--- config.mk ---
export PLATFORM = sky130hd
export DESIGN_NAME = pwmsd_top
export DESIGN_NICKNAME = d
export VERILOG_FILES = /design/src/hw/pwmsd_pkg.sv /design/src/hw/pwmsd_top.sv /design/src/hw/pwmsd_deadband.sv
export SDC_FILE = /design/constraint.sdc
export NUM_CORES = 1
export LEC_CHECK = 0
export ABC_CLOCK_PERIOD_IN_PS = 2000
export BUFFER_PORTS_ARGS = -buffer_cell sky130_fd_sc_hd__buf_2
export CORE_ASPECT_RATIO = 0.9
export CORE_MARGIN = 2
export CORE_UTILIZATION = 50
export CTS_BUF_LIST = sky130_fd_sc_hd__clkbuf_4 sky130_fd_sc_hd__clkbuf_8
export DETAILED_ROUTE_END_ITERATION = 12
export PLACE_DENSITY = 0.73
export SYNTH_ARGS = -nofsm -noshare
export SYNTH_HDL_FRONTEND = slang
export SYNTH_SLANG_ARGS = --single-unit
--- constraint.sdc ---
create_clock -name sys_clk_i -period 2 [get_ports sys_clk_i]
set_input_delay 0.2 -clock sys_clk_i [delete_from_list [all_inputs] [get_ports sys_clk_i]]
set_output_delay 0.2 -clock sys_clk_i [all_outputs]
set_load 0.005 [all_outputs]
--- src/hw/pwmsd_pkg.sv ---
// pwmsd_pkg: constants for the pwm shutdown and dead-band block
// assumes: 8-bit register port, one clock domain
package pwmsd_pkg;
  // ---------------------------------------------------------------
  // register offsets
  // ---------------------------------------------------------------
  localparam logic [2:0] OFS_RESTART_DB   = 3'h0;
  localparam logic [2:0] OFS_SHUTDOWN_CTL = 3'h1;
  localparam logic [2:0] OFS_IRQ_STATUS   = 3'h2;
  localparam logic [2:0] OFS_IRQ_ENABLE   = 3'h3;
  localparam logic [2:0] OFS_IRQ_CLEAR    = 3'h4;
  // ---------------------------------------------------------------
  // field positions and reset values
  // ---------------------------------------------------------------
  localparam int         BIT_RESTART_EN   = 7;
  localparam int         BIT_EVENT_FLAG   = 7;
  localparam int         BIT_SRC_LO       = 4;
  localparam int         BIT_AC_LO        = 2;
  localparam int         BIT_BD_LO        = 0;
  localparam logic [7:0] RST_RESTART_DB   = 8'h00;
  localparam logic [7:0] RST_SHUTDOWN_CTL = 8'h00;
  // irq status bits
  localparam int         IRQ_SHUTDOWN     = 0;
  localparam int         IRQ_RESTART      = 1;
  // instruction cycle: four oscillator periods, in system clocks
  localparam int         TCY_OSC_PERIODS  = 4;
  // ---------------------------------------------------------------
  // shutdown source codes
  // ---------------------------------------------------------------
  typedef enum logic [2:0] {
    PWMSD_SRC_OFF      = 3'b000,
    PWMSD_SRC_C1       = 3'b001,
    PWMSD_SRC_C2       = 3'b010,
    PWMSD_SRC_C1_C2    = 3'b011,
    PWMSD_SRC_F        = 3'b100,
    PWMSD_SRC_F_C1     = 3'b101,
    PWMSD_SRC_F_C2     = 3'b110,
    PWMSD_SRC_F_C1_C2  = 3'b111
  } pwmsd_src_e;
endpackage : pwmsd_pkg

--- src/hw/pwmsd_top.sv ---
// pwmsd_top: dead-band and auto-shutdown stage of an enhanced pwm unit
// assumes: pwm_a..d and period_start come from the period/duty logic,
// comparator and fault inputs are synchronous to sys_clk_i
`timescale 1ns/1ps
module pwmsd_top
  import pwmsd_pkg::*;
#(
  parameter int DB_W = 7
) (
  input  wire logic       sys_clk_i,
  input  wire logic       nrst_i,
  // register port
  input  wire logic [2:0] reg_addr_i,
  input  wire logic [7:0] reg_wdata_i,
  input  wire logic       reg_wr_i,
  input  wire logic       reg_rd_i,
  output logic      [7:0] reg_rdata_o,
  // pwm inputs from period/duty logic
  input  wire logic       pwm_a_i,
  input  wire logic       pwm_b_i,
  input  wire logic       pwm_c_i,
  input  wire logic       pwm_d_i,
  input  wire logic       period_start_i,
  // shutdown sources
  input  wire logic       fault_input_low_n_i,
  input  wire logic       comp1_i,
  input  wire logic       comp2_i,
  // output pins: value and active-low output enable
  output logic      [3:0] pin_out_o,
  output logic      [3:0] pin_oe_n_o,
  output logic            irq_o
);
  // register field is fixed at 7 bits, refuse other widths
  if (DB_W != 7) begin : g_bad_db_w
    $error("pwmsd_top: DB_W must be 7");
  end

  // ---------------------------------------------------------------
  // source decode
  // ---------------------------------------------------------------
  function automatic logic cause_active(input logic [2:0] sel,
                                        input logic f_n,
                                        input logic c1,
                                        input logic c2);
    logic r;
    r = 1'b0;
    unique case (pwmsd_src_e'(sel))
      PWMSD_SRC_OFF:     r = 1'b0;
      PWMSD_SRC_C1:      r = c1;
      PWMSD_SRC_C2:      r = c2;
      PWMSD_SRC_C1_C2:   r = c1 | c2;
      PWMSD_SRC_F:       r = ~f_n;
      PWMSD_SRC_F_C1:    r = ~f_n | c1;
      PWMSD_SRC_F_C2:    r = ~f_n | c2;
      PWMSD_SRC_F_C1_C2: r = ~f_n | c1 | c2;
    endcase
    return r;
  endfunction : cause_active

  // pin level and enable for one pair in shutdown
  function automatic logic [1:0] sd_pin(input logic [1:0] st);
    // bit1 = oe_n, bit0 = level
    return st[1] ? 2'b10 : {1'b0, st[0]};
  endfunction : sd_pin

  // ---------------------------------------------------------------
  // registers and state
  // ---------------------------------------------------------------
  logic       restart_en_q, restart_en_d;
  logic [6:0] db_count_q, db_count_d;
  logic       flag_q, flag_d;
  logic [2:0] src_q, src_d;
  logic [1:0] ac_st_q, ac_st_d;
  logic [1:0] bd_st_q, bd_st_d;
  logic       hold_q, hold_d;
  logic [1:0] irq_st_q, irq_st_d;
  logic [1:0] irq_en_q, irq_en_d;
  logic [7:0] rdata_q, rdata_d;
  logic [1:0] tcy_q, tcy_d;
  logic       irq_q, irq_d;
  logic [3:0] pout_q, pout_d;
  logic [3:0] poe_q, poe_d;
  logic       cause;
  logic       wr_ctl;
  logic [3:0] db_pwm;

  assign cause  = cause_active(src_q, fault_input_low_n_i, comp1_i, comp2_i);
  assign wr_ctl = reg_wr_i && (reg_addr_i == OFS_SHUTDOWN_CTL);

  // ---------------------------------------------------------------
  // dead-band delay per output
  // ---------------------------------------------------------------
  for (genvar i = 0; i < 4; i++) begin : g_db
    logic pin_in;
    assign pin_in = (i == 0) ? pwm_a_i : (i == 1) ? pwm_b_i :
                    (i == 2) ? pwm_c_i : pwm_d_i;
    pwmsd_deadband #(.CNT_W(DB_W)) u_db (
      .sys_clk_i  (sys_clk_i),
      .nrst_i     (nrst_i),
      .tcy_tick_i (tcy_q == 2'(TCY_OSC_PERIODS - 1)),
      .delay_i    (db_count_q),
      .pwm_i      (pin_in),
      .pwm_o      (db_pwm[i])
    );
  end

  // ---------------------------------------------------------------
  // register writes, shutdown flag and interrupt status
  // ---------------------------------------------------------------
  always_comb begin
    restart_en_d = restart_en_q;
    db_count_d   = db_count_q;
    flag_d       = flag_q;
    src_d        = src_q;
    ac_st_d      = ac_st_q;
    bd_st_d      = bd_st_q;
    irq_en_d     = irq_en_q;
    irq_st_d     = irq_st_q;
    tcy_d        = (tcy_q == 2'(TCY_OSC_PERIODS - 1)) ? 2'h0 : tcy_q + 2'h1;
    if (reg_wr_i && reg_addr_i == OFS_RESTART_DB) begin
      restart_en_d = reg_wdata_i[BIT_RESTART_EN];
      db_count_d   = reg_wdata_i[6:0];
    end
    if (wr_ctl) begin
      src_d   = reg_wdata_i[BIT_SRC_LO +: 3];
      ac_st_d = reg_wdata_i[BIT_AC_LO +: 2];
      bd_st_d = reg_wdata_i[BIT_BD_LO +: 2];
      if (!cause) begin
        flag_d = reg_wdata_i[BIT_EVENT_FLAG];
      end
    end
    if (cause) begin
      flag_d = 1'b1;
    end else if (restart_en_q && flag_q) begin
      flag_d = 1'b0;
    end
    if (reg_wr_i && reg_addr_i == OFS_IRQ_ENABLE) begin
      irq_en_d = reg_wdata_i[1:0];
    end
    if (reg_wr_i && reg_addr_i == OFS_IRQ_CLEAR) begin
      irq_st_d = irq_st_q & ~reg_wdata_i[1:0];
    end
    // set wins over clear
    if (flag_d && !flag_q) begin
      irq_st_d[IRQ_SHUTDOWN] = 1'b1;
    end
    if (hold_q && !hold_d) begin
      irq_st_d[IRQ_RESTART] = 1'b1;
    end
    irq_d = |(irq_st_d & irq_en_d);
  end

  // output hold: set with the flag, released at a period start
  always_comb begin
    hold_d = hold_q;
    if (flag_d) begin
      hold_d = 1'b1;
    end else if (period_start_i) begin
      hold_d = 1'b0;
    end
  end

  // pin drive: shutdown state or dead-banded pwm
  always_comb begin
    if (hold_d) begin
      {poe_d[0], pout_d[0]} = sd_pin(ac_st_d);
      {poe_d[2], pout_d[2]} = sd_pin(ac_st_d);
      {poe_d[1], pout_d[1]} = sd_pin(bd_st_d);
      {poe_d[3], pout_d[3]} = sd_pin(bd_st_d);
    end else begin
      pout_d = db_pwm;
      poe_d  = 4'h0;
    end
  end

  // read mux, data one cycle after the strobe
  always_comb begin
    rdata_d = 8'h00;
    if (reg_rd_i) begin
      unique case (reg_addr_i)
        OFS_RESTART_DB:   rdata_d = {restart_en_q, db_count_q};
        OFS_SHUTDOWN_CTL: rdata_d = {flag_q, src_q, ac_st_q, bd_st_q};
        OFS_IRQ_STATUS:   rdata_d = {6'h00, irq_st_q};
        OFS_IRQ_ENABLE:   rdata_d = {6'h00, irq_en_q};
        default:          rdata_d = 8'h00;
      endcase
    end
  end

  // ---------------------------------------------------------------
  // state registers
  // ---------------------------------------------------------------
  always_ff @(posedge sys_clk_i or negedge nrst_i) begin
    if (!nrst_i) begin
      restart_en_q <= RST_RESTART_DB[7];
      db_count_q   <= RST_RESTART_DB[6:0];
      flag_q       <= RST_SHUTDOWN_CTL[7];
      src_q        <= RST_SHUTDOWN_CTL[6:4];
      ac_st_q      <= RST_SHUTDOWN_CTL[3:2];
      bd_st_q      <= RST_SHUTDOWN_CTL[1:0];
      hold_q       <= 1'b0;
      irq_st_q     <= 2'h0;
      irq_en_q     <= 2'h0;
      rdata_q      <= 8'h00;
      tcy_q        <= 2'h0;
      irq_q        <= 1'b0;
      pout_q       <= 4'h0;
      poe_q        <= 4'hF;
    end else begin
      restart_en_q <= restart_en_d;
      db_count_q   <= db_count_d;
      flag_q       <= flag_d;
      src_q        <= src_d;
      ac_st_q      <= ac_st_d;
      bd_st_q      <= bd_st_d;
      hold_q       <= hold_d;
      irq_st_q     <= irq_st_d;
      irq_en_q     <= irq_en_d;
      rdata_q      <= rdata_d;
      tcy_q        <= tcy_d;
      irq_q        <= irq_d;
      pout_q       <= pout_d;
      poe_q        <= poe_d;
    end
  end

  assign reg_rdata_o = rdata_q;
  assign pin_out_o   = pout_q;
  assign pin_oe_n_o  = poe_q;
  assign irq_o       = irq_q;
endmodule : pwmsd_top

--- src/hw/pwmsd_deadband.sv ---
// pwmsd_deadband: delays the rising (inactive to active) edge of one
// pwm signal by a count of instruction cycles
// assumes: tcy_tick_i is one clock wide, once per instruction cycle
`timescale 1ns/1ps
module pwmsd_deadband
  import pwmsd_pkg::*;
#(
  parameter int CNT_W = 7
) (
  input  wire logic             sys_clk_i,
  input  wire logic             nrst_i,
  input  wire logic             tcy_tick_i,
  input  wire logic [CNT_W-1:0] delay_i,
  input  wire logic             pwm_i,
  output logic                  pwm_o
);
  // refuse counter widths the decrement logic was not sized for
  if (CNT_W < 1 || CNT_W > 16) begin : g_bad_cnt_w
    $error("pwmsd_deadband: bad CNT_W");
  end

  logic [CNT_W-1:0] cnt_q, cnt_d;
  logic             out_q, out_d;

  // falling edges pass at once, rising edges wait delay_i cycles
  always_comb begin
    cnt_d = cnt_q;
    out_d = out_q;
    if (!pwm_i) begin
      out_d = 1'b0;
      cnt_d = delay_i;
    end else if (!out_q) begin
      if (cnt_q == '0) begin
        out_d = 1'b1;
      end else if (tcy_tick_i) begin
        cnt_d = cnt_q - CNT_W'(1);
      end
    end
  end

  // state registers
  always_ff @(posedge sys_clk_i or negedge nrst_i) begin
    if (!nrst_i) begin
      cnt_q <= '0;
      out_q <= 1'b0;
    end else begin
      cnt_q <= cnt_d;
      out_q <= out_d;
    end
  end

  assign pwm_o = out_q;
endmodule : pwmsd_deadband

==> flow_summary.toml <==
[status]
outcome = "finished, final reports clean"

[synthesis]
synth_area_mm2 = 0.00360
yosysWarnings = 0
synth_flop_cell = "dfrtp_1"
synth-adder-area-share_pct = 3.13
synthMuxAreaShare_pct = 10.5
synth_cell_types = 56
synth_fp_nets = 363
synthArstFlopShare_pct = 100
synthTopCellsByCount = "68 x dfrtp_1, 39 x nor2_1, 35 x a21oi_1"
ys_seq_area_share_pct = 48.7
synth_cells = 331
synth-edff-count = 0
synth_top_family_by_area = "simple AND/OR/NAND/NOR gates"
yosysTopAreaCellShare_pct = 47.3
synth_top_area_cell = "dfrtp_1"
synth.most_common_cell = "dfrtp_1"
post_synth.cell_area_avg_um2 = 10.9
ys_top_cells_by_area = "dfrtp_1 47%, a21oi_1 4.9%, xnor2_1 4.1%, nor2_1 4.1%, mux2_2 3.8%"
synth_xor_area_share_pct = 4.13
synthSimpleGateAreaFrac_pct = 19.5
synth_compound_area_share_pct = 10.3
ys_ff_latch = 70

[power]
irDropWorstVdd_mv = 0.565
finalPower_mw = 3.96
pwr-share-clk_pct = 30.8
seq_power_share_pct = 49.1
switching_power_mw = 1.18
combinationalPowerShare_pct = 20.2
p_leak_nw = 1.85
p_int_mw = 2.78
power.density_mw_per_mm2 = 957
swShare_pct = 29.8

[critical_path]
startpoint = "g_db[2].u_db.cnt_q[0]$_DFFE_PN0P_"
cp-endpoint = "g_db[2].u_db.cnt_q[3]$_DFFE_PN0P_"
rr_worst_depth = 6
timing.rr.start = "g_db[2].u_db.cnt_q[0]$_DFFE_PN0P_"
rrSetupSlack_ns = 0.15
cp-start-kind = "flip-flop"
worstPathMaxFanout = 6
crit_type = "flip-flop to flip-flop"
arrival_ns = 2.08
end_kind = "flip-flop"
reg2reg_to = "g_db[2].u_db.cnt_q[3]$_DFFE_PN0P_"
cp_data_required_time_ns = 2.23

[global_route]
grt_pass1_wl_um = 12500
antenna_found_initial = 0
track_usage_pct = 20.7
grt_pass1_vias = 2556
overflow = 0
grt_max_degree = 71

[layout]
drive_above_1_share_pct = 26.2
nFillCells = 581
fin_nets = 409
regArea_mm2 = 0.00175
fin_area_mm2 = 0.00414
area_growth_syn_to_layout_pct = 15.1
n_antenna_cell = 0
multiInputGateArea_mm2 = 0.00173

[run]
maxCapViolCount = 0

[detailed_routing]
drt_iter0_markers = 103
met1_length_um = 3410
met3_length_um = 279
ant_nets = 0
remaining_drc_errors = 0
via_per_inst = 5.34
drt-total-wl_um = 7430
wire_per_inst_um = 15.6
top_layer = "met4"
vias = 2536
met2_length_um = 3640
first_pass_iters = 4

[floorplanning]
core_mm2 = 0.00700
start_util_pct = 51.4
dieWidth_um = 93.5
io-pin-count = 40
die-area_mm2 = 0.00790
die_h_um = 84.5
rows = 29

[place]
port_buffers = 39
pre_cts_ws_ns = 0.143
place.gp.congestion = 0.874
hpwl_um = 5280
placed_cell_area_mm2 = 0.00390

[timing]
fin_setup_tns_ns = 0
final_max_slew_viol_count = 0
grt_setup_unrepaired = "no"
slew_headroom_pct = 68.5
fmax_mhz = 541
tightest_slew_ns = 0.468
setup_violations = 0
setup_slack_ns = 0.152
clock_skew_ns = 0.00786
finalHoldViolCount = 0
holdWs_ns = 0.0643
post-route-min-period_ns = 1.85
period_share_pct = 92.4

[clocking]
clock_latency_ns = 0.34
postCtsSetupBuffers = 0
clk_path_buf_depth = 2
root_buffer = "clkbuf_8"
htreeDepth = 3
clock-sinks = 70
cts_tree = "built"
cts.reportedPaths.clkPinSlew_ns = 0.07
cts_buffers = 9

[hold_path]
hp-class = "input port to flip-flop"
## metrics by stage
| stage | std cells | utilization (%) |
|---|---|---|
| 3_5_place_dp | 458 | 55.7 |
| 2_1_floorplan | 331 | - |
| 6_report | 475 | 59.2 |
| 4_1_cts | 475 | 58.9 |
| 5_1_grt | 475 | 59.2 |
| 3_3_place_gp | 458 | 55.7 |
## worst min path at each step
| stage | cells after the start | to | slack [ns] | start |
|---|---|---|---|---|
| after floorplan | 0 | ac_st_q[0]$_DFF_PN0_ | -0.1 | nrst_i |
| after global placement | 2 | g_db[1].u_db.cnt_q[5]$_DFFE_PN0P_ | 0.25 | nrst_i |
| after detailed placement | 2 | g_db[1].u_db.cnt_q[4]$_DFFE_PN0P_ | 0.25 | nrst_i |
| after CTS | 3 | src_q[1]$_DFFE_PN0P_ | 0.05 | reg_wdata_i[5] |
| after global routing | 3 | src_q[2]$_DFFE_PN0P_ | 0.06 | reg_wdata_i[6] |
| final | 3 | src_q[1]$_DFFE_PN0P_ | 0.06 | reg_wdata_i[5] |
## state kept, by name, summed over array words and instances (netlist names), 2 cells and up
| register | cells |
|---|---|
| bd_st_q | 2 |
| src_q | 3 |
| g_db.u_db.pwm_o | 4 |
| irq_st_q | 2 |
| ac_st_q | 2 |
| irq_en_q | 2 |
| g_db.u_db.cnt_q | 28 |
| db_count_q | 7 |
| reg_rdata_o | 8 |
| pin_out_o | 4 |
| pin_oe_n_o | 2 |
| tcy_q | 2 |
## cells by family after synthesis
group,Yosys count
and+or+nand+nor,120
DFF,70
AOI/OAI and AO/OA,58
muxes,31
buffers and inverters,26
xor gates and xnor gates,17
adders and majority gates,9
## final cells by class
class	count	area share (%)
Timing Repair Buffer	48	6.70
Inverter	13	1.18
Multi-Input combinational cell	235	41.7
Clock inverter	3	0.966
Tap cell	93	2.81
Sequential cell	70	42.3
Clock buffer	13	4.32
## power by group through the flow
| stage | Sequential (mW) | Combinational [mW] | Clock [mW] |
|---|---|---|---|
| after CTS | 1.94 | 0.804 | 1.25 |
| final | 1.95 | 0.800 | 1.22 |
| after global routing | 1.98 | 0.910 | 1.31 |
| after global placement | 1.95 | 0.769 | 0 |
| after detailed placement | 1.97 | 0.796 | 0 |
| after floorplan | 1.89 | 0.576 | 0 |
## routing by layer
layer,up-vias,track usage (%)
met5,-,0
met4,0,5.61
met3,9,6.28
met2,45,32.0
met1,1229,28.4
li1,1253,-
## worst max-delay path, stage by stage (launching register included)
cell	delay (ns)
dfrtp_1	0.39
inv_1	0.08
ha_1	0.20
nor2b_1	0.18
a211oi_2	0.47
a21oi_1	0.13
a211o_1	0.27
## repair_timing
| action | in CTS | in global routing |
|---|---|---|
| hold buffers | 1 | 0 |
| resized for setup | 0 | 5 |
| setup endpoints to repair | 0 | 3 |
| endpoints found under the hold margin | 68 | 0 |
## placed cells by master, fill, tap and decap left out, types with 3 or more instances in the layout
cell type,count
dfrtp_1,68
nor2_1,39
buf_2,39
a21oi_1,35
nand2_1,27
xnor2_1,17
inv_1,13
clkbuf_8,13
mux2_2,12
mux2i_1,10
ha_1,9
buf_4,7
nand2b_1,6
nor2b_1,6
nor3_1,6
nand3b_1,5
mux2_1,4
o21ai_0,3
a211oi_1,3
or3_1,3
a2111oi_2,3
(Power assumes the default switching activity.)
